## src/rtl/smp_pkg.sv

```systemverilog
// Package of constants and carrier types for the synchronous memory port
// Functional notes
// - Read latency zero to three port clocks
// - Write latency zero to three port clocks
// - Extension off: chip enable drops after last command
// - Extension on: chip enable follows output enable
// - Mode zero: strobe is address strobe, deselects
// - Mode one: strobe is read enable, no deselects
// - Transfers follow output clock one or two
// - Hold: clocks with tristate bit zero keep toggling
// - Hold: clocks with tristate bit one float
// - Finish pending transfers before acknowledging hold
// - Hold disable ignores requests, withholds acknowledge
// - Narrow address pins carry boot straps in reset
// - Port clock from pin, CPU/4 or CPU/6
// - Wide port 64 bits, narrow port 16 bits
package smp_pkg;
   localparam int WIDE_DATA_W = 64;
   localparam int WIDE_BE_W = 8;
   localparam int WIDE_ADDR_W = 20;
   localparam int NARROW_DATA_W = 16;
   localparam int NARROW_BE_W = 2;
   localparam int NARROW_ADDR_W = 20;
   localparam int SPACES = 4;
   localparam int DIV_FOUR = 4;
   localparam int DIV_SIX = 6;
   localparam int DIV_CNT_W = 3;
   localparam int STRAP_W = 12;
   localparam logic [1:0] CLK_SRC_PIN = 2'h0;
   localparam logic [1:0] CLK_SRC_DIV4 = 2'h1;
   localparam logic [1:0] CLK_SRC_DIV6 = 2'h2;
   localparam logic [1:0] LAT_RESET = 2'h0;

   // Per-space secondary control fields
   typedef struct packed {
      logic [1:0] sync_read_latency;
      logic [1:0] sync_write_latency;
      logic chip_enable_extend;
      logic read_enable_mode;
      logic sync_clock_select;
   } smp_sec_ctrl_s;

   // Global control bits
   typedef struct packed {
      logic [1:0] out_clock_hold_tristate;
      logic hold_disable;
      logic [1:0] clk_src;
   } smp_glb_ctrl_s;

   // Access request from the user side
   typedef struct packed {
      logic write;
      logic [1:0] space;
      logic [WIDE_ADDR_W-1:0] addr;
      logic [WIDE_BE_W-1:0] byte_en;
      logic [WIDE_DATA_W-1:0] wdata;
   } smp_req_s;

   typedef enum logic [2:0] {
      SMP_IDLE = 3'h0,
      SMP_CMD = 3'h1,
      SMP_LAT = 3'h3,
      SMP_DATA = 3'h2,
      SMP_DESEL = 3'h6,
      SMP_HOLD = 3'h7
   } smp_state_e;
endpackage

```

## src/rtl/smp_clk_gen.sv

```systemverilog
// Port clock enable generator and output clock pair
module smp_clk_gen (
   input wire logic clock,
   input wire logic rst_b,
   input wire logic [1:0] clk_src,
   input wire logic mem_in_clock,
   output logic port_tick,
   output logic mem_out_clock_one,
   output logic mem_out_clock_two
);
   logic in_meta; // First sync stage, read only by in_sync
   logic in_sync;
   logic in_last;
   logic [2:0] div_cnt;
   logic half;

   // Synchronise the pin clock
   always_ff @(posedge clock) begin
      if (!rst_b) begin
         in_meta <= 1'b0;
         in_sync <= 1'b0;
         in_last <= 1'b0;
      end else begin
         in_meta <= mem_in_clock;
         in_sync <= in_meta;
         in_last <= in_sync;
      end
   end

   // Divider and tick select
   always_ff @(posedge clock) begin
      if (!rst_b) begin
         div_cnt <= 3'h0;
         port_tick <= 1'b0;
      end else begin
         port_tick <= 1'b0;
         case (clk_src)
            smp_pkg::CLK_SRC_DIV4, smp_pkg::CLK_SRC_DIV6: begin
               if (div_cnt == ((clk_src == smp_pkg::CLK_SRC_DIV4) ?
                   3'(smp_pkg::DIV_FOUR - 1) : 3'(smp_pkg::DIV_SIX - 1))) begin
                  div_cnt <= 3'h0;
                  port_tick <= 1'b1;
               end else begin
                  div_cnt <= div_cnt + 3'h1;
               end
            end
            default: begin
               div_cnt <= 3'h0;
               port_tick <= in_sync & ~in_last;
            end
         endcase
      end
   end

   // Clock one toggles each tick, clock two at half that rate
   always_ff @(posedge clock) begin
      if (!rst_b) begin
         mem_out_clock_one <= 1'b0;
         mem_out_clock_two <= 1'b0;
         half <= 1'b0;
      end else if (port_tick) begin
         mem_out_clock_one <= ~mem_out_clock_one;
         half <= ~half;
         if (half) begin
            mem_out_clock_two <= ~mem_out_clock_two;
         end
      end
   end
endmodule

```

## src/rtl/smp_port.sv

```systemverilog
// Synchronous memory port with bus hold handshake
module smp_port (
   input wire logic clock,
   input wire logic rst_b,
   input wire smp_pkg::smp_glb_ctrl_s glb,
   input wire smp_pkg::smp_sec_ctrl_s [smp_pkg::SPACES-1:0] sec,
   input wire logic mem_in_clock,
   input wire logic req_valid,
   input wire smp_pkg::smp_req_s req,
   output logic req_ready,
   output logic rd_valid,
   output logic [smp_pkg::WIDE_DATA_W-1:0] rd_data,
   input wire logic hold_req_b,
   output logic bus_hold_ack_b,
   output logic busy,
   input wire logic [smp_pkg::WIDE_DATA_W-1:0] wide_port_data_in,
   output logic [smp_pkg::WIDE_DATA_W-1:0] wide_port_data_out,
   output logic wide_port_data_oe,
   output logic [smp_pkg::WIDE_ADDR_W-1:0] wide_port_addr,
   output logic [smp_pkg::WIDE_BE_W-1:0] wide_port_byte_en_b,
   output logic [smp_pkg::SPACES-1:0] space_chip_enable_b,
   output logic sync_address_strobe_b,
   output logic sync_output_enable_b,
   output logic sync_write_enable_b,
   output logic mem_bus_oe,
   output logic [1:0] mem_out_clock,
   output logic [1:0] mem_out_clock_oe,
   input wire logic [smp_pkg::NARROW_ADDR_W-1:0] narrow_port_addr_in,
   output logic [smp_pkg::STRAP_W-1:0] boot_config
);
   ///////////////////////////////////////////////////////////////////////
   logic tick; // Port clock enable
   logic clk_one;
   logic clk_two;
   logic clk_one_d;
   logic clk_two_d;
   logic edge_sel; // Rising edge of the selected output clock
   smp_pkg::smp_state_e state;
   smp_pkg::smp_req_s cur; // Captured request
   smp_pkg::smp_sec_ctrl_s cfg; // Captured space settings
   logic [1:0] lat_cnt;
   logic hold_meta; // First sync stage
   logic hold_sync;
   logic rst_seen;
   logic [smp_pkg::STRAP_W-1:0] strap_meta;

   smp_clk_gen u_clk (
      .clock(clock),
      .rst_b(rst_b),
      .clk_src(glb.clk_src),
      .mem_in_clock(mem_in_clock),
      .port_tick(tick),
      .mem_out_clock_one(clk_one),
      .mem_out_clock_two(clk_two)
   );

   ///////////////////////////////////////////////////////////////////////
   // Edge of chosen output clock paces transfers
   always_ff @(posedge clock) begin
      if (!rst_b) begin
         clk_one_d <= 1'b0;
         clk_two_d <= 1'b0;
      end else begin
         clk_one_d <= clk_one;
         clk_two_d <= clk_two;
      end
   end
   assign edge_sel = cfg.sync_clock_select ? (clk_two & ~clk_two_d)
                                           : (clk_one & ~clk_one_d);

   // Synchronise the hold request pin
   always_ff @(posedge clock) begin
      if (!rst_b) begin
         hold_meta <= 1'b0;
         hold_sync <= 1'b0;
      end else begin
         hold_meta <= ~hold_req_b;
         hold_sync <= hold_meta;
      end
   end

   ///////////////////////////////////////////////////////////////////////
   // Transfer sequencer and hold arbitration
   always_ff @(posedge clock) begin
      if (!rst_b) begin
         state <= smp_pkg::SMP_IDLE;
         cur <= '0;
         cfg <= '0;
         lat_cnt <= smp_pkg::LAT_RESET;
         req_ready <= 1'b0;
         rd_valid <= 1'b0;
         rd_data <= '0;
      end else begin
         req_ready <= 1'b0;
         rd_valid <= 1'b0;
         case (state)
            smp_pkg::SMP_IDLE: begin
               // Hold taken only between transfers
               if (hold_sync && !glb.hold_disable) begin
                  state <= smp_pkg::SMP_HOLD;
               end else if (req_valid && !req_ready) begin
                  cur <= req;
                  cfg <= sec[req.space];
                  req_ready <= 1'b1;
                  state <= smp_pkg::SMP_CMD;
               end
            end
            smp_pkg::SMP_CMD: begin
               if (edge_sel) begin
                  // Latency from the space setting
                  lat_cnt <= cur.write ? cfg.sync_write_latency
                                       : cfg.sync_read_latency;
                  state <= smp_pkg::SMP_LAT;
               end
            end
            smp_pkg::SMP_LAT: begin
               if (edge_sel) begin
                  if (lat_cnt == 2'h0) begin
                     state <= smp_pkg::SMP_DATA;
                  end else begin
                     lat_cnt <= lat_cnt - 2'h1;
                  end
               end
            end
            smp_pkg::SMP_DATA: begin
               if (edge_sel) begin
                  if (!cur.write) begin
                     rd_data <= wide_port_data_in;
                     rd_valid <= 1'b1;
                  end
                  // Deselect only in strobe mode
                  state <= cfg.read_enable_mode ? smp_pkg::SMP_IDLE
                                                : smp_pkg::SMP_DESEL;
               end
            end
            smp_pkg::SMP_DESEL: begin
               if (edge_sel) begin
                  state <= smp_pkg::SMP_IDLE;
               end
            end
            smp_pkg::SMP_HOLD: begin
               if (!hold_sync || glb.hold_disable) begin
                  state <= smp_pkg::SMP_IDLE;
               end
            end
            default: begin
               state <= smp_pkg::SMP_IDLE;
            end
         endcase
      end
   end

   ///////////////////////////////////////////////////////////////////////
   // Pin drive from the sequencer state
   always_ff @(posedge clock) begin
      if (!rst_b) begin
         space_chip_enable_b <= '1;
         sync_address_strobe_b <= 1'b1;
         sync_output_enable_b <= 1'b1;
         sync_write_enable_b <= 1'b1;
         wide_port_addr <= '0;
         wide_port_byte_en_b <= '1;
         wide_port_data_out <= '0;
         wide_port_data_oe <= 1'b0;
         mem_bus_oe <= 1'b0;
         bus_hold_ack_b <= 1'b1;
         busy <= 1'b0;
      end else begin
         busy <= (state != smp_pkg::SMP_IDLE) &&
                 (state != smp_pkg::SMP_HOLD);
         bus_hold_ack_b <= ~(state == smp_pkg::SMP_HOLD);
         mem_bus_oe <= (state != smp_pkg::SMP_HOLD);
         wide_port_addr <= cur.addr;
         wide_port_byte_en_b <= (state == smp_pkg::SMP_IDLE) ?
                                '1 : ~cur.byte_en;
         wide_port_data_out <= cur.wdata;
         wide_port_data_oe <= cur.write && (state == smp_pkg::SMP_DATA);
         sync_write_enable_b <= ~(cur.write &&
                                  (state == smp_pkg::SMP_CMD));
         // Strobe: address strobe on command or read enable on data
         if (cfg.read_enable_mode) begin
            sync_address_strobe_b <= ~(!cur.write &&
                                       (state == smp_pkg::SMP_DATA));
         end else begin
            sync_address_strobe_b <= ~(state == smp_pkg::SMP_CMD);
         end
         sync_output_enable_b <= ~(!cur.write &&
             ((state == smp_pkg::SMP_LAT) || (state == smp_pkg::SMP_DATA)));
         space_chip_enable_b <= '1;
         if (cfg.chip_enable_extend) begin
            // Chip enable tracks output enable
            if (!cur.write && ((state == smp_pkg::SMP_LAT) ||
                (state == smp_pkg::SMP_DATA))) begin
               space_chip_enable_b[cur.space] <= 1'b0;
            end else if (state == smp_pkg::SMP_CMD) begin
               space_chip_enable_b[cur.space] <= 1'b0;
            end
         end else if (state == smp_pkg::SMP_CMD) begin
            // Drop after the command is issued
            space_chip_enable_b[cur.space] <= 1'b0;
         end
      end
   end

   ///////////////////////////////////////////////////////////////////////
   // Output clocks, floated in hold per tristate bit
   always_ff @(posedge clock) begin
      if (!rst_b) begin
         mem_out_clock <= 2'h0;
         mem_out_clock_oe <= 2'h0;
      end else begin
         mem_out_clock <= {clk_two, clk_one};
         for (int i = 0; i < 2; i++) begin
            mem_out_clock_oe[i] <= !((state == smp_pkg::SMP_HOLD) &&
                                     glb.out_clock_hold_tristate[i]);
         end
      end
   end

   ///////////////////////////////////////////////////////////////////////
   // Boot straps from narrow address pins, caught while in reset
   always_ff @(posedge clock) begin
      if (!rst_b) begin
         rst_seen <= 1'b1;
      end else begin
         rst_seen <= 1'b0;
      end
   end

   always_ff @(posedge clock) begin
      strap_meta <= {narrow_port_addr_in[20-1:12], narrow_port_addr_in[10],
                     narrow_port_addr_in[8:6]};
      if (rst_seen) begin
         boot_config <= strap_meta;
      end
   end
endmodule

```

## config.mk

```make
export PLATFORM = sky130hd
export DESIGN_NAME = smp_port
export DESIGN_NICKNAME = d
export VERILOG_FILES = /design/src/rtl/smp_pkg.sv /design/src/rtl/smp_clk_gen.sv /design/src/rtl/smp_port.sv
export SDC_FILE = /design/constraint.sdc
export NUM_CORES = 1
export LEC_CHECK = 0
export ABC_AREA = 1
export BUFFER_PORTS_ARGS = -buffer_cell sky130_fd_sc_hd__buf_2
export CORE_AREA = 2 2 158 160
export CTS_BUF_LIST = sky130_fd_sc_hd__clkbuf_16
export CTS_CLUSTER_DIAMETER = 150
export DETAILED_ROUTE_END_ITERATION = 10
export DIE_AREA = 0 0 160 162
export PLACE_DENSITY = 0.71
export SLEW_MARGIN = 20
export SYNTH_ARGS = -nofsm -noshare
export SYNTH_HDL_FRONTEND = slang
export SYNTH_SLANG_ARGS = --single-unit
```

## constraint.sdc

```tcl
create_clock -name clock -period 2.2 [get_ports clock]
set_input_delay 0.22 -clock clock [delete_from_list [all_inputs] [get_ports clock]]
set_output_delay 0.22 -clock clock [all_outputs]
set_load 0.03 [all_outputs]
```

==> run summary, run 1 <==
DR vias - 9468
GRT overflow - 0
DIE HEIGHT - 162 µm
pwr dens - 1080 nW/µm²
Peak Freq - 543 MHz
DRC Markers - 0
WP data required - 2.61 ns
WP buf/inv - 3
DPL Wire Length - 18.7 mm
period utilisation layout - 83.8%
Mapped Avg Cell Area - 8.83 µm²
Worst-Margin Slew - 0.633 ns
Syn Inst Count - 1149
CTS tree - yes
Post-Syn Area - 10100 µm²
CTS Buf Count - 31
initial antenna violation count - 5
RSZ-0062 raised after global routing - no
crit path kind - flop to flop
HP Class - input pin to flop
Antenna Nets Post-Route - 0
clock slew at reported path FFs - 0.06 ns
die area - 25900 µm²
Worst setup SP type - flop
delay-heaviest family, CP - simple AND/OR/NAND/NOR gates
largest net degree at the start of global routing - 87
WHS - 0.0210 ns
CTS sink count - 317
vias per inst - 4.64
Critical Path End Type - flop
Starting Density - 42.1%
Critical-path top delay cell - dfxtp_1
DRT iter0 DRCs - 703
Yosys warning count - 0
post-synth cell types - 26
Hold Vio Cnt, Final - 0
GRT Total Usage - 23.0%
WL/cell - 15.0 µm
GPL Wtd Cong - 0.857
cell row count - 57
P_leak - 7.59 nW
Setup Skew - 0.0106 ns
worst-path cell chain - inv_2 > nand3_4 > nor2_4 > clkinv_2 > buf_4 > nor2_1 > a21oi_1
Worst-Skew Late Latency - 0.55 ns
# setup viols final - 0
fillcell total - 1915
peak supply drop - 0.695 mV
vias in the first global route - 9693
Seq/Total Area, Yosys - 63.7%
htree depth - 1
layout cells sized above 1 - 26.6%
max-cap violations - 0
fin crit period - 1.84 ns
#FFs+latches synth - 317
Pins Over Slew Limit - 0
CP Max Fanout - 56
final core utilization - 62.1%
Critical Path Max Stage Delay - 0.38 ns
Setup Fix Bufs, Post-CTS - 0
Mapped Nets - 1369
final WL - 30.6 mm
input/output buffers - 393
Slew Limit Headroom - 57.8%
first-pass GRT wire length - 48.4 mm
TritonRoute pass-1 iters - 4
Nets - 1908
die width - 160 µm
run status - finished clean
Crit path arrival time - 2.25 ns
setup_tns - 0 ns
area grow syn2layout - 47.6%
CTS root buffer - clkbuf_16
Top Ports - 402
clk buf depth - 3
Power Total - 16.2 mW
core footprint - 24100 µm²
layout by cell type, fill, tap and decap left out, types with 2 or more instances in the layout:
cell type        n
clkinv_1        12
nand3_1         12
nor2_1         153
xnor2_1          2
nand4_1          4
bufinv_16        3
edfxtp_1        12
inv_1          181
buf_4            5
clkbuf_16       31
o21ai_1         17
inv_6            2
o21ai_0         87
a21oi_1        155
buf_2          392
dfxtp_1        305
clkinv_2         4
dlygate4sd3_1  164
nor3_1           2
nand2_1        136
inv_2            5
nand3_4          2
ha_1             3
buf_12           5
o211ai_1         2
diode_2          6
o22ai_1          7
worst reg2reg max path, cell delays in order, from the launching register on:
cell	delay (ns)
dfxtp_1	0.38
inv_2	0.16
nand3_4	0.11
nor2_4	0.31
clkinv_2	0.10
buf_4	0.31
nor2_1	0.27
a21oi_1	0.07
synthesized netlist by cell type (all sizes together):
| master | number | share of area (%) |
|---|---|---|
| nor3 | 2 | 0.099 |
| a21oi | 155 | 7.6 |
| o21ai | 104 | 5.1 |
| nand3 | 15 | 0.96 |
| nand2 | 137 | 5.1 |
| xor2 | 1 | 0.086 |
| buf | 40 | 2.4 |
| inv | 184 | 6.8 |
| o22ai | 7 | 0.43 |
| nor2 | 154 | 5.8 |
| xnor2 | 2 | 0.17 |
| edfxtp | 12 | 3.6 |
| nand4 | 4 | 0.25 |
| o32ai | 1 | 0.086 |
| clkbuf | 21 | 0.78 |
| ha | 3 | 0.37 |
| dfxtp | 305 | 60 |
| o211ai | 2 | 0.15 |
flip-flops by register name (all words and copies together) (netlist names), 4 cells and up:
register,cells
strap_meta,12
boot_config,12
wide_port_byte_en_b,8
wide_port_data_out,64
rd_data,64
cur,95
space_chip_enable_b,4
cfg,7
wide_port_addr,20
power by group:
| part | leakage [nW] | switching [mW] | internal [mW] | total [mW] |
|---|---|---|---|---|
| registers | 2.61 | 0.383 | 6.91 | 7.29 |
| logic | 4.49 | 2.60 | 1.28 | 3.88 |
| clock network | 0.484 | 2.15 | 2.90 | 5.05 |
| total | 7.59 | 5.14 | 11.1 | 16.2 |
cells by family after synthesis:
logic type               synth area share (%)
flip-flops                               63.7
AND/OR/NAND/NOR                          12.2
AO/OA/AOI/OAI                            13.4
buffers and inverters                    10.0
XOR/XNOR                                0.259
adder cells (fa/ha/maj)                 0.370
what timing repair did:
action,4_1_cts,5_1_grt
endpoints found under the hold margin,164,0
gates resized for setup,0,0
hold buffers,164,0
path summary, 6_finish.rpt:
path	start	endpoint	cells after the start	slack, ns
worst max-delay path	state[0]$_SDFFE_PN0P_	cur[15]$_SDFFE_PN0P_	7	0.36
worst min-delay path	wide_port_data_in[43]	rd_data[43]$_SDFFE_PN0P_	3	0.02
worst max register to register	state[0]$_SDFFE_PN0P_	cur[15]$_SDFFE_PN0P_	7	0.36
worst min register to register	cur[70]$_SDFFE_PN0P_	wide_port_byte_en_b[6]$_SDFF_PP1_	1	0.39
metal layers:
metal,share of wire [%],vias to the layer above,GRT usage (%)
met3,8.7,86,6.84
met2,48,401,40.7
li1,-,4665,-
met1,39,4314,25.4
met5,0.029,-,0
met4,4.2,2,10.8
area by class of cell:
cell class	count	area (µm²)	share of cell area, %
diodes	6	15.0	0.100
inverters	184	692	4.62
repair buffers	567	3750	25.1
multi-input cells	587	2670	17.8
clock inverters	25	195	1.30
flip-flops and latches	317	6470	43.2
well taps	324	405	2.71
clock buffers	31	776	5.18
through the flow:
| stage | instances | worst slack (ns) | instance area (µm²) |
|---|---|---|---|
| after floorplan | 1149 | 0.859 | 10100 |
| after global placement | 1815 | 0.435 | 12300 |
| after detailed placement | 1815 | 0.416 | 12300 |
| after CTS | 2035 | 0.366 | 15000 |
| after global routing | 2039 | 0.208 | 15000 |
| final | 2041 | 0.357 | 15000 |
Power figures use the tool's default switching activity.
==> inputs of run 2 (changes only) <==
ABC_AREA = 0   (was 1)
CORE_AREA = 2 2 155 157   (was 2 2 158 160)
DIE_AREA = 0 0 157 159   (was 0 0 160 162)
PLACE_DENSITY = 0.75   (was 0.71)
clock period = 1.65 ns   (was 2.2 ns; I/O delays follow)
==> run 2 against run 1 <==
Effect of this change:
- combinational power rose by 30%
- flip-flop and latch count did not move
- design area rose by 2.0%
- power rose by 36%
- sequential power rose by 32%
- die area fell by 3.7%
- wire length rose by 4.9%
- synthesized area fell by 2.3%
- clock-buffer cell count did not move
- sequential share of layout area fell by 0.84 points
- largest power group unchanged
- highest routed layer unchanged
==> run summary, run 2 <==
run status - finished clean (unchanged)
final WL - 32.1 mm (was 30.6 mm)
core footprint - 23200 µm² (was 24100 µm²)
Mapped Nets - 1133 (was 1369)
Post-Synth Simple-Gate Area - 15.7% (was 12.2%)
Starting Density - 42.7% (was 42.1%)
die width - 157 µm (was 160 µm)
number of synthesized flops with an enable pin - 12 (unchanged)
first-pass GRT wire length - 47.7 mm (was 48.4 mm)
CTS Buf Count - 31 (unchanged)
fin cells - 1825 (was 2041)
htree depth - 1 (unchanged)
largest net degree at the start of global routing - 86 (was 87)
pwr dens - 1450 nW/µm² (was 1080 nW/µm²)
Largest register FFs - 95 (unchanged)
Seq/Total Area, Yosys - 65.3% (was 63.7%)
ranking of synthesized cells by area - dfxtp_1, o22a_1, nand2_1 (was dfxtp_1, a21oi_1, inv_1)
Worst-Skew Late Latency - 0.56 ns (was 0.55 ns)
DR vias - 8965 (was 9468)
XOR/XNOR share of the synthesized area - 0.354% (was 0.259%)
max-cap violations - 0 (unchanged)
input/output buffers - 393 (unchanged)
DRC Markers - 0 (unchanged)
clock slew at reported path FFs - 0.07 ns (was 0.06 ns)
WL/cell - 17.6 µm (was 15.0 µm)
Nets - 1698 (was 1908)
TritonRoute pass-1 iters - 5 (was 4)
CP Max Fanout - 31 (was 56)
WP data required - 2.11 ns (was 2.61 ns)
Top reg by flops - cur (unchanged)
WHS - 0.0265 ns (was 0.0210 ns)
area grow syn2layout - 54.2% (was 47.6%)
DRT iter0 DRCs - 651 (was 703)
Syn Inst Count - 913 (was 1149)
post-synthesis mux area share - 2.00% (was 0%)
die area - 25000 µm² (was 25900 µm²)
largest family of logic cells by synthesized area - simple AND/OR/NAND/NOR gates (was compound AO/OA/AOI/OAI gates)
Largest regs - cur: 95 flops, rd_data: 64 flops, wide_port_data_out: 64 flops (unchanged)
Pins Over Slew Limit - 0 (unchanged)
clk buf depth - 3 (unchanged)
Post-Syn Area - 9910 µm² (was 10100 µm²)
Worst setup SP type - flop (unchanged)
area share of the largest cell type after synthesis - 61.6% (was 60.2%)
CTS sink count - 317 (unchanged)
Crit path arrival time - 2.05 ns (was 2.25 ns)
GPL Wtd Cong - 0.834 (was 0.857)
Hold Vio Cnt, Final - 0 (unchanged)
GRT Total Usage - 24.0% (was 23.0%)
Slew Limit Headroom - 56.3% (was 57.8%)
Synth area leader - dfxtp_1 (unchanged)
count leader, synth - dfxtp_1 (unchanged)
fin crit period - 1.58 ns (was 1.84 ns)
HP Class - input pin to flop (unchanged)
Yosys warning count - 0 (unchanged)
layout cells sized above 1 - 32.5% (was 26.6%)
Critical Path End Type - flop (unchanged)
Antenna Nets Post-Route - 0 (unchanged)
Mapped Avg Cell Area - 10.9 µm² (was 8.83 µm²)
Setup Skew - 0.0104 ns (was 0.0106 ns)
fillcell total - 1605 (was 1915)
period utilisation layout - 95.9% (was 83.8%)
cell total after placement - 1583 (was 1815)
DIE HEIGHT - 159 µm (was 162 µm)
Worst-Margin Slew - 0.653 ns (was 0.633 ns)
commonest non-fill, non-tap cell in the layout - buf_2 (unchanged)
Peak Freq - 632 MHz (was 543 MHz)
top_reg_cell synth - dfxtp_1 (unchanged)
Top Ports - 402 (unchanged)
CTS tree - yes (unchanged)
cell row count - 56 (was 57)
commonest cells in the netlist - dfxtp_1, nand2_1, and2_1 (was dfxtp_1, inv_1, a21oi_1)
vias per inst - 4.91 (was 4.64)
#FFs+latches synth - 317 (unchanged)
CTS root buffer - clkbuf_16 (unchanged)
Synth Area in Adders - 0.379% (was 0.370%)
post-synthesis async set-or-reset flop share - 0% (unchanged)
DPL Wire Length - 19.0 mm (was 18.7 mm)
Synth Area in Compound Gates - 13.1% (was 13.4%)
peak supply drop - 1.17 mV (was 0.695 mV)
vias in the first global route - 8937 (was 9693)
# setup viols final - 0 (unchanged)
setup_tns - 0 ns (unchanged)
initial antenna violation count - 4 (was 5)
P_leak - 6.90 nW (was 7.59 nW)
crit path kind - flop to flop (unchanged)
GRT overflow - 0 (unchanged)
most frequent cells in the layout - buf_2, dfxtp_1, nand2_1, dlygate4sd3_1, and2_1 (was buf_2, dfxtp_1, inv_1, dlygate4sd3_1, a21oi_1)
post-synth cell types - 46 (was 26)
run 2: cell types whose count changed after synthesis, sizes merged, moves of 15 or more:
cell | previous run | this run
inv | 184 | 6
a21oi | 155 | 87
o22a | 0 | 85
o21ai | 104 | 4
clkbuf | 21 | 36
nand2 | 137 | 179
nor2 | 154 | 12
and2 | 0 | 90
run 2: cells by family (layout without fill, tap and decap cells):
kind of cell | after synthesis | in the layout
simple gates | 319 | 319
flops | 317 | 317
compound gates | 188 | 188
buf+inv | 71 | 661
mux | 11 | 11
xor+xnor | 4 | 4
fa+ha+maj | 3 | 3
other cells | 0 | 3
run 2: layout make-up:
type                       instances  area [µm²]  share of cell area, %
antenna                            3        7.51                 0.0491
clock buffer                      31         776                   5.08
clock inverter                    27         295                   1.93
inverter                           6        23.8                  0.156
multi-input combinational        525        3190                   20.9
sequential                       317        6470                   42.3
tap                              319         399                   2.61
timing repair buffer             597        4120                   26.9
run 2: final timing paths:
check / start / endpoint / slack, ns / cells after the start
worst max-delay path: u_clk.mem_out_clock_one$_SDFFE_PN0P_ / rd_data[13]$_SDFFE_PN0P_ / 0.07 / 6
worst min-delay path: glb[2] / state[2]$_SDFFE_PN0P_ / 0.03 / 4
worst max register to register: u_clk.mem_out_clock_one$_SDFFE_PN0P_ / rd_data[13]$_SDFFE_PN0P_ / 0.07 / 6
worst min register to register: cur[70]$_SDFFE_PN0P_ / wide_port_byte_en_b[6]$_SDFF_PP1_ / 0.38 / 1
run 2: routing by layer:
| metal | up-vias | track usage [%] | wire (µm) | share of wire [%] |
|---|---|---|---|---|
| met5 | - | 0 | 11 | 0.034 |
| met4 | 2 | 12.6 | 1770 | 5.5 |
| met3 | 126 | 7.16 | 2750 | 8.6 |
| met2 | 429 | 41.8 | 15800 | 49 |
| met1 | 4195 | 26.0 | 11800 | 37 |
| li1 | 4213 | - | - | - |
run 2: timing repair:
item / 4_1_cts / 5_1_grt
hold buffers: 178 / 0
endpoints found under the setup margin: 50 / 80
pin swaps: 0 / 2
gates resized for setup: 2 / 6
endpoints found under the hold margin: 181 / 0
setup buffers: 0 / 1
cloned: 0 / 2
run 2: through the flow:
step | util, % | cell area, µm² | total power, mW | worst slack, ns
after floorplan | - | 9910 | 12.6 | 0.117
after global placement | 53.1 | 12300 | 14.1 | 0.0559
after detailed placement | 53.1 | 12300 | 14.2 | 0.0114
after CTS | 65.4 | 15200 | 21.9 | 0.00973
after global routing | 65.9 | 15300 | 23.0 | -0.0167
final | 65.9 | 15300 | 22.1 | 0.0679
run 2: power by group:
part / internal, mW / leakage [nW] / switching [mW] / total (mW)
clock network: 4.37 / 0.541 / 3.02 / 7.39
logic: 2.10 / 3.74 / 2.96 / 5.06
registers: 9.19 / 2.61 / 0.460 / 9.65
total: 15.7 / 6.90 / 6.44 / 22.1
run 2: worst max-delay path, cell delays in order, from the launching register on:
cell,delay [ns]
dfxtp_1,0.36
nor3b_2,0.23
buf_4,0.18
o21a_4,0.17
buf_12,0.19
nand2_1,0.09
a21oi_2,0.25
==> inputs of run 3 (changes only) <==
--- a/config.mk
+++ b/config.mk
@@ -8,10 +8,10 @@
 export ABC_AREA = 0
 export BUFFER_PORTS_ARGS = -buffer_cell sky130_fd_sc_hd__buf_2
-export CORE_AREA = 2 2 155 157
+export CORE_AREA = 2 2 156 158
 export CTS_BUF_LIST = sky130_fd_sc_hd__clkbuf_16
 export CTS_CLUSTER_DIAMETER = 150
 export DETAILED_ROUTE_END_ITERATION = 10
-export DIE_AREA = 0 0 157 159
-export PLACE_DENSITY = 0.75
+export DIE_AREA = 0 0 158 160
+export PLACE_DENSITY = 0.71
 export SLEW_MARGIN = 20
 export SYNTH_ARGS = -nofsm -noshare
==> constraint.sdc (replaced) <==
create_clock -name clock -period 1.85 [get_ports clock]
set_input_delay 0.2775 -clock clock [delete_from_list [all_inputs] [get_ports clock]]
set_output_delay 0.2775 -clock clock [all_outputs]
set_load 0.03 [all_outputs]
==> run 3 against run 2 <==
Effect of this change:
- combinational power shrank 15%
- core utilization shrank 2.9 points
- critical path depth did not move
- clock-buffer cell count unchanged
- critical endpoint is now state[0]$_SDFFE_PN0P_
- first-iteration DRC count shrank 15%
- via count decreased by 2.4%
==> run summary, run 3 (same netlist as run 2, synthesis figures left out) <==
first-pass GRT wire length - 45.6 mm (was 47.7 mm)
commonest non-fill, non-tap cell in the layout - buf_2 (unchanged)
max-cap violations - 0 (unchanged)
P_leak - 6.78 nW (was 6.90 nW)
period utilisation layout - 91.0% (was 95.9%)
RSZ-0062 raised after global routing - no
hold path cells - 2 (was 4)
# setup viols final - 0 (unchanged)
input/output buffers - 393 (unchanged)
fin cells - 1817 (was 1825)
Crit path arrival time - 2.17 ns (was 2.05 ns)
CP Max Fanout - 7 (was 31)
cell area after layout - 15000 µm² (was 15300 µm²)
TritonRoute pass-1 iters - 5 (unchanged)
Worst R2R Setup Slack - 0.17 ns (was 0.07 ns)
most frequent cells in the layout - buf_2, dfxtp_1, nand2_1, dlygate4sd3_1, and2_1 (unchanged)
clk buf depth - 3 (unchanged)
DIE HEIGHT - 160 µm (was 159 µm)
Worst setup SP type - flop (unchanged)
Antenna Nets Post-Route - 0 (unchanged)
fin crit period - 1.68 ns (was 1.58 ns)
Nets - 1687 (was 1698)
area grow syn2layout - 51.3% (was 54.2%)
Top reg by flops - cur (unchanged)
DR vias - 8749 (was 8965)
run status - finished clean (unchanged)
Setup Fix Bufs, Post-CTS - 0 (unchanged)
GRT Total Usage - 22.7% (was 24.0%)
Hold Path Sink - hold_sync$_SDFF_PN0_ (was state[2]$_SDFFE_PN0P_)
die area - 25300 µm² (was 25000 µm²)
largest net degree at the start of global routing - 91 (was 86)
Worst-Skew Late Latency - 0.55 ns (was 0.56 ns)
Slew Limit Headroom - 64.4% (was 56.3%)
WL/cell - 16.8 µm (was 17.6 µm)
CTS sink count - 317 (unchanged)
hold path start - rst_b (was glb[2])
GPL Wtd Cong - 0.763 (was 0.834)
initial antenna violation count - 4 (unchanged)
Critical Path End Type - flop (unchanged)
core footprint - 23800 µm² (was 23200 µm²)
final WL - 30.5 mm (was 32.1 mm)
DPL Wire Length - 18.6 mm (was 19.0 mm)
vias in the first global route - 8895 (was 8937)
placed cell area - 12300 µm² (about the same)
htree depth - 1 (unchanged)
cell row count - 57 (was 56)
peak supply drop - 0.901 mV (was 1.17 mV)
crit path kind - flop to flop (unchanged)
GRT overflow - 0 (unchanged)
Peak Freq - 594 MHz (was 632 MHz)
layout cells sized above 1 - 31.9% (was 32.5%)
Largest regs - cur: 95 flops, rd_data: 64 flops, wide_port_data_out: 64 flops (unchanged)
Largest register FFs - 95 (unchanged)
Hold Vio Cnt, Final - 0 (unchanged)
vias per inst - 4.82 (was 4.91)
CTS root buffer - clkbuf_16 (unchanged)
Top Ports - 402 (unchanged)
Worst-Margin Slew - 0.532 ns (was 0.653 ns)
DRC Markers - 0 (unchanged)
Setup Skew - 0.00881 ns (was 0.0104 ns)
CTS Buf Count - 31 (unchanged)
pwr dens - 1260 nW/µm² (was 1450 nW/µm²)
critical register-to-register path endpoint - state[0]$_SDFFE_PN0P_ (was rd_data[13]$_SDFFE_PN0P_)
CTS tree - yes (unchanged)
die width - 158 µm (was 157 µm)
WP data required - 2.33 ns (was 2.11 ns)
post-route setup slack - 0.166 ns (was 0.0679 ns)
Reg-to-Reg Start - state[2]$_SDFFE_PN0P_ (was u_clk.mem_out_clock_one$_SDFFE_PN0P_)
R2R depth - 6 (unchanged)
Starting Density - 41.6% (was 42.7%)
HP Class - input pin to flop (unchanged)
Pins Over Slew Limit - 0 (unchanged)
Setup WS pre-CTS - 0.129 ns (was 0.0114 ns)
setup_tns - 0 ns (unchanged)
clock slew at reported path FFs - 0.06 ns (was 0.07 ns)
cell total after placement - 1585 (was 1583)
DRT iter0 DRCs - 551 (was 651)
## run 3: cell count changes in the layout (fill, tap and decap cells not counted), moves of 2 or more
cell,previous run,this run
dfxtp_1,302,304
bufinv_16,6,3
dfxtp_2,3,1
dlygate4sd3_1,178,173
clkbuf_16,33,31
buf_12,11,7
## run 3: worst max path at each step
stage	slack (ns)	start	depth (start not counted)	to
after CTS	0.09	state[0]$_SDFFE_PN0P_	5	cur[60]$_SDFFE_PN0P_
after floorplan	0.32	req_ready$_SDFF_PP0_	6	cur[94]$_SDFFE_PN0P_
after global routing	0.02	state[0]$_SDFFE_PN0P_	5	cur[90]$_SDFFE_PN0P_
after detailed placement	0.13	state[0]$_SDFFE_PN0P_	5	cur[73]$_SDFFE_PN0P_
final	0.17	state[2]$_SDFFE_PN0P_	6	state[0]$_SDFFE_PN0P_
after global placement	0.15	state[1]$_SDFFE_PN0P_	5	cur[79]$_SDFFE_PN0P_
## run 3: area by class of cell
class	instances	area (µm²)
antenna	2	5.00
fill	1846	8830
timing repair buffer	586	3940
clock inverter	26	196
tap	324	405
inverter	6	23.8
multi-input combinational	525	3180
sequential	317	6470
clock buffer	31	776
## run 3: report_power, final
group,switching [mW],internal (mW),leakage (nW)
sequential,0.391,8.19,2.61
combinational,2.53,1.75,3.66
clock,2.58,3.45,0.500
## run 3: through the flow
step / hold slack, ns / power (mW) / util [%]
after floorplan: 0.305 / 11.3 / -
after global placement: 0.362 / 12.5 / 51.5
after detailed placement: 0.365 / 12.6 / 51.5
after CTS: 0.0565 / 18.9 / 62.8
after global routing: 0.0740 / 19.7 / 62.9
final: 0.0811 / 18.9 / 62.9
## run 3: worst max-delay path, cell delays in order (launching register included)
cell	delay, ns
dfxtp_1	0.51
buf_4	0.21
nand2b_1	0.13
a211oi_1	0.08
buf_4	0.16
or4_1	0.40
a21oi_1	0.13
## run 3: routing by layer
metal	vias up	wire length, µm	GRT usage, %
met1	4074	11500	24.4
li1	4199	-	-
met4	6	1260	10.2
met2	379	15000	40.7
met5	-	45	0
met3	91	2670	6.84
## run 3: repair_timing
item / 4_1_cts / 5_1_grt
endpoints found under the setup margin: 0 / 43
gates resized for setup: 0 / 4
hold buffers: 173 / 0
endpoints found under the hold margin: 173 / 0
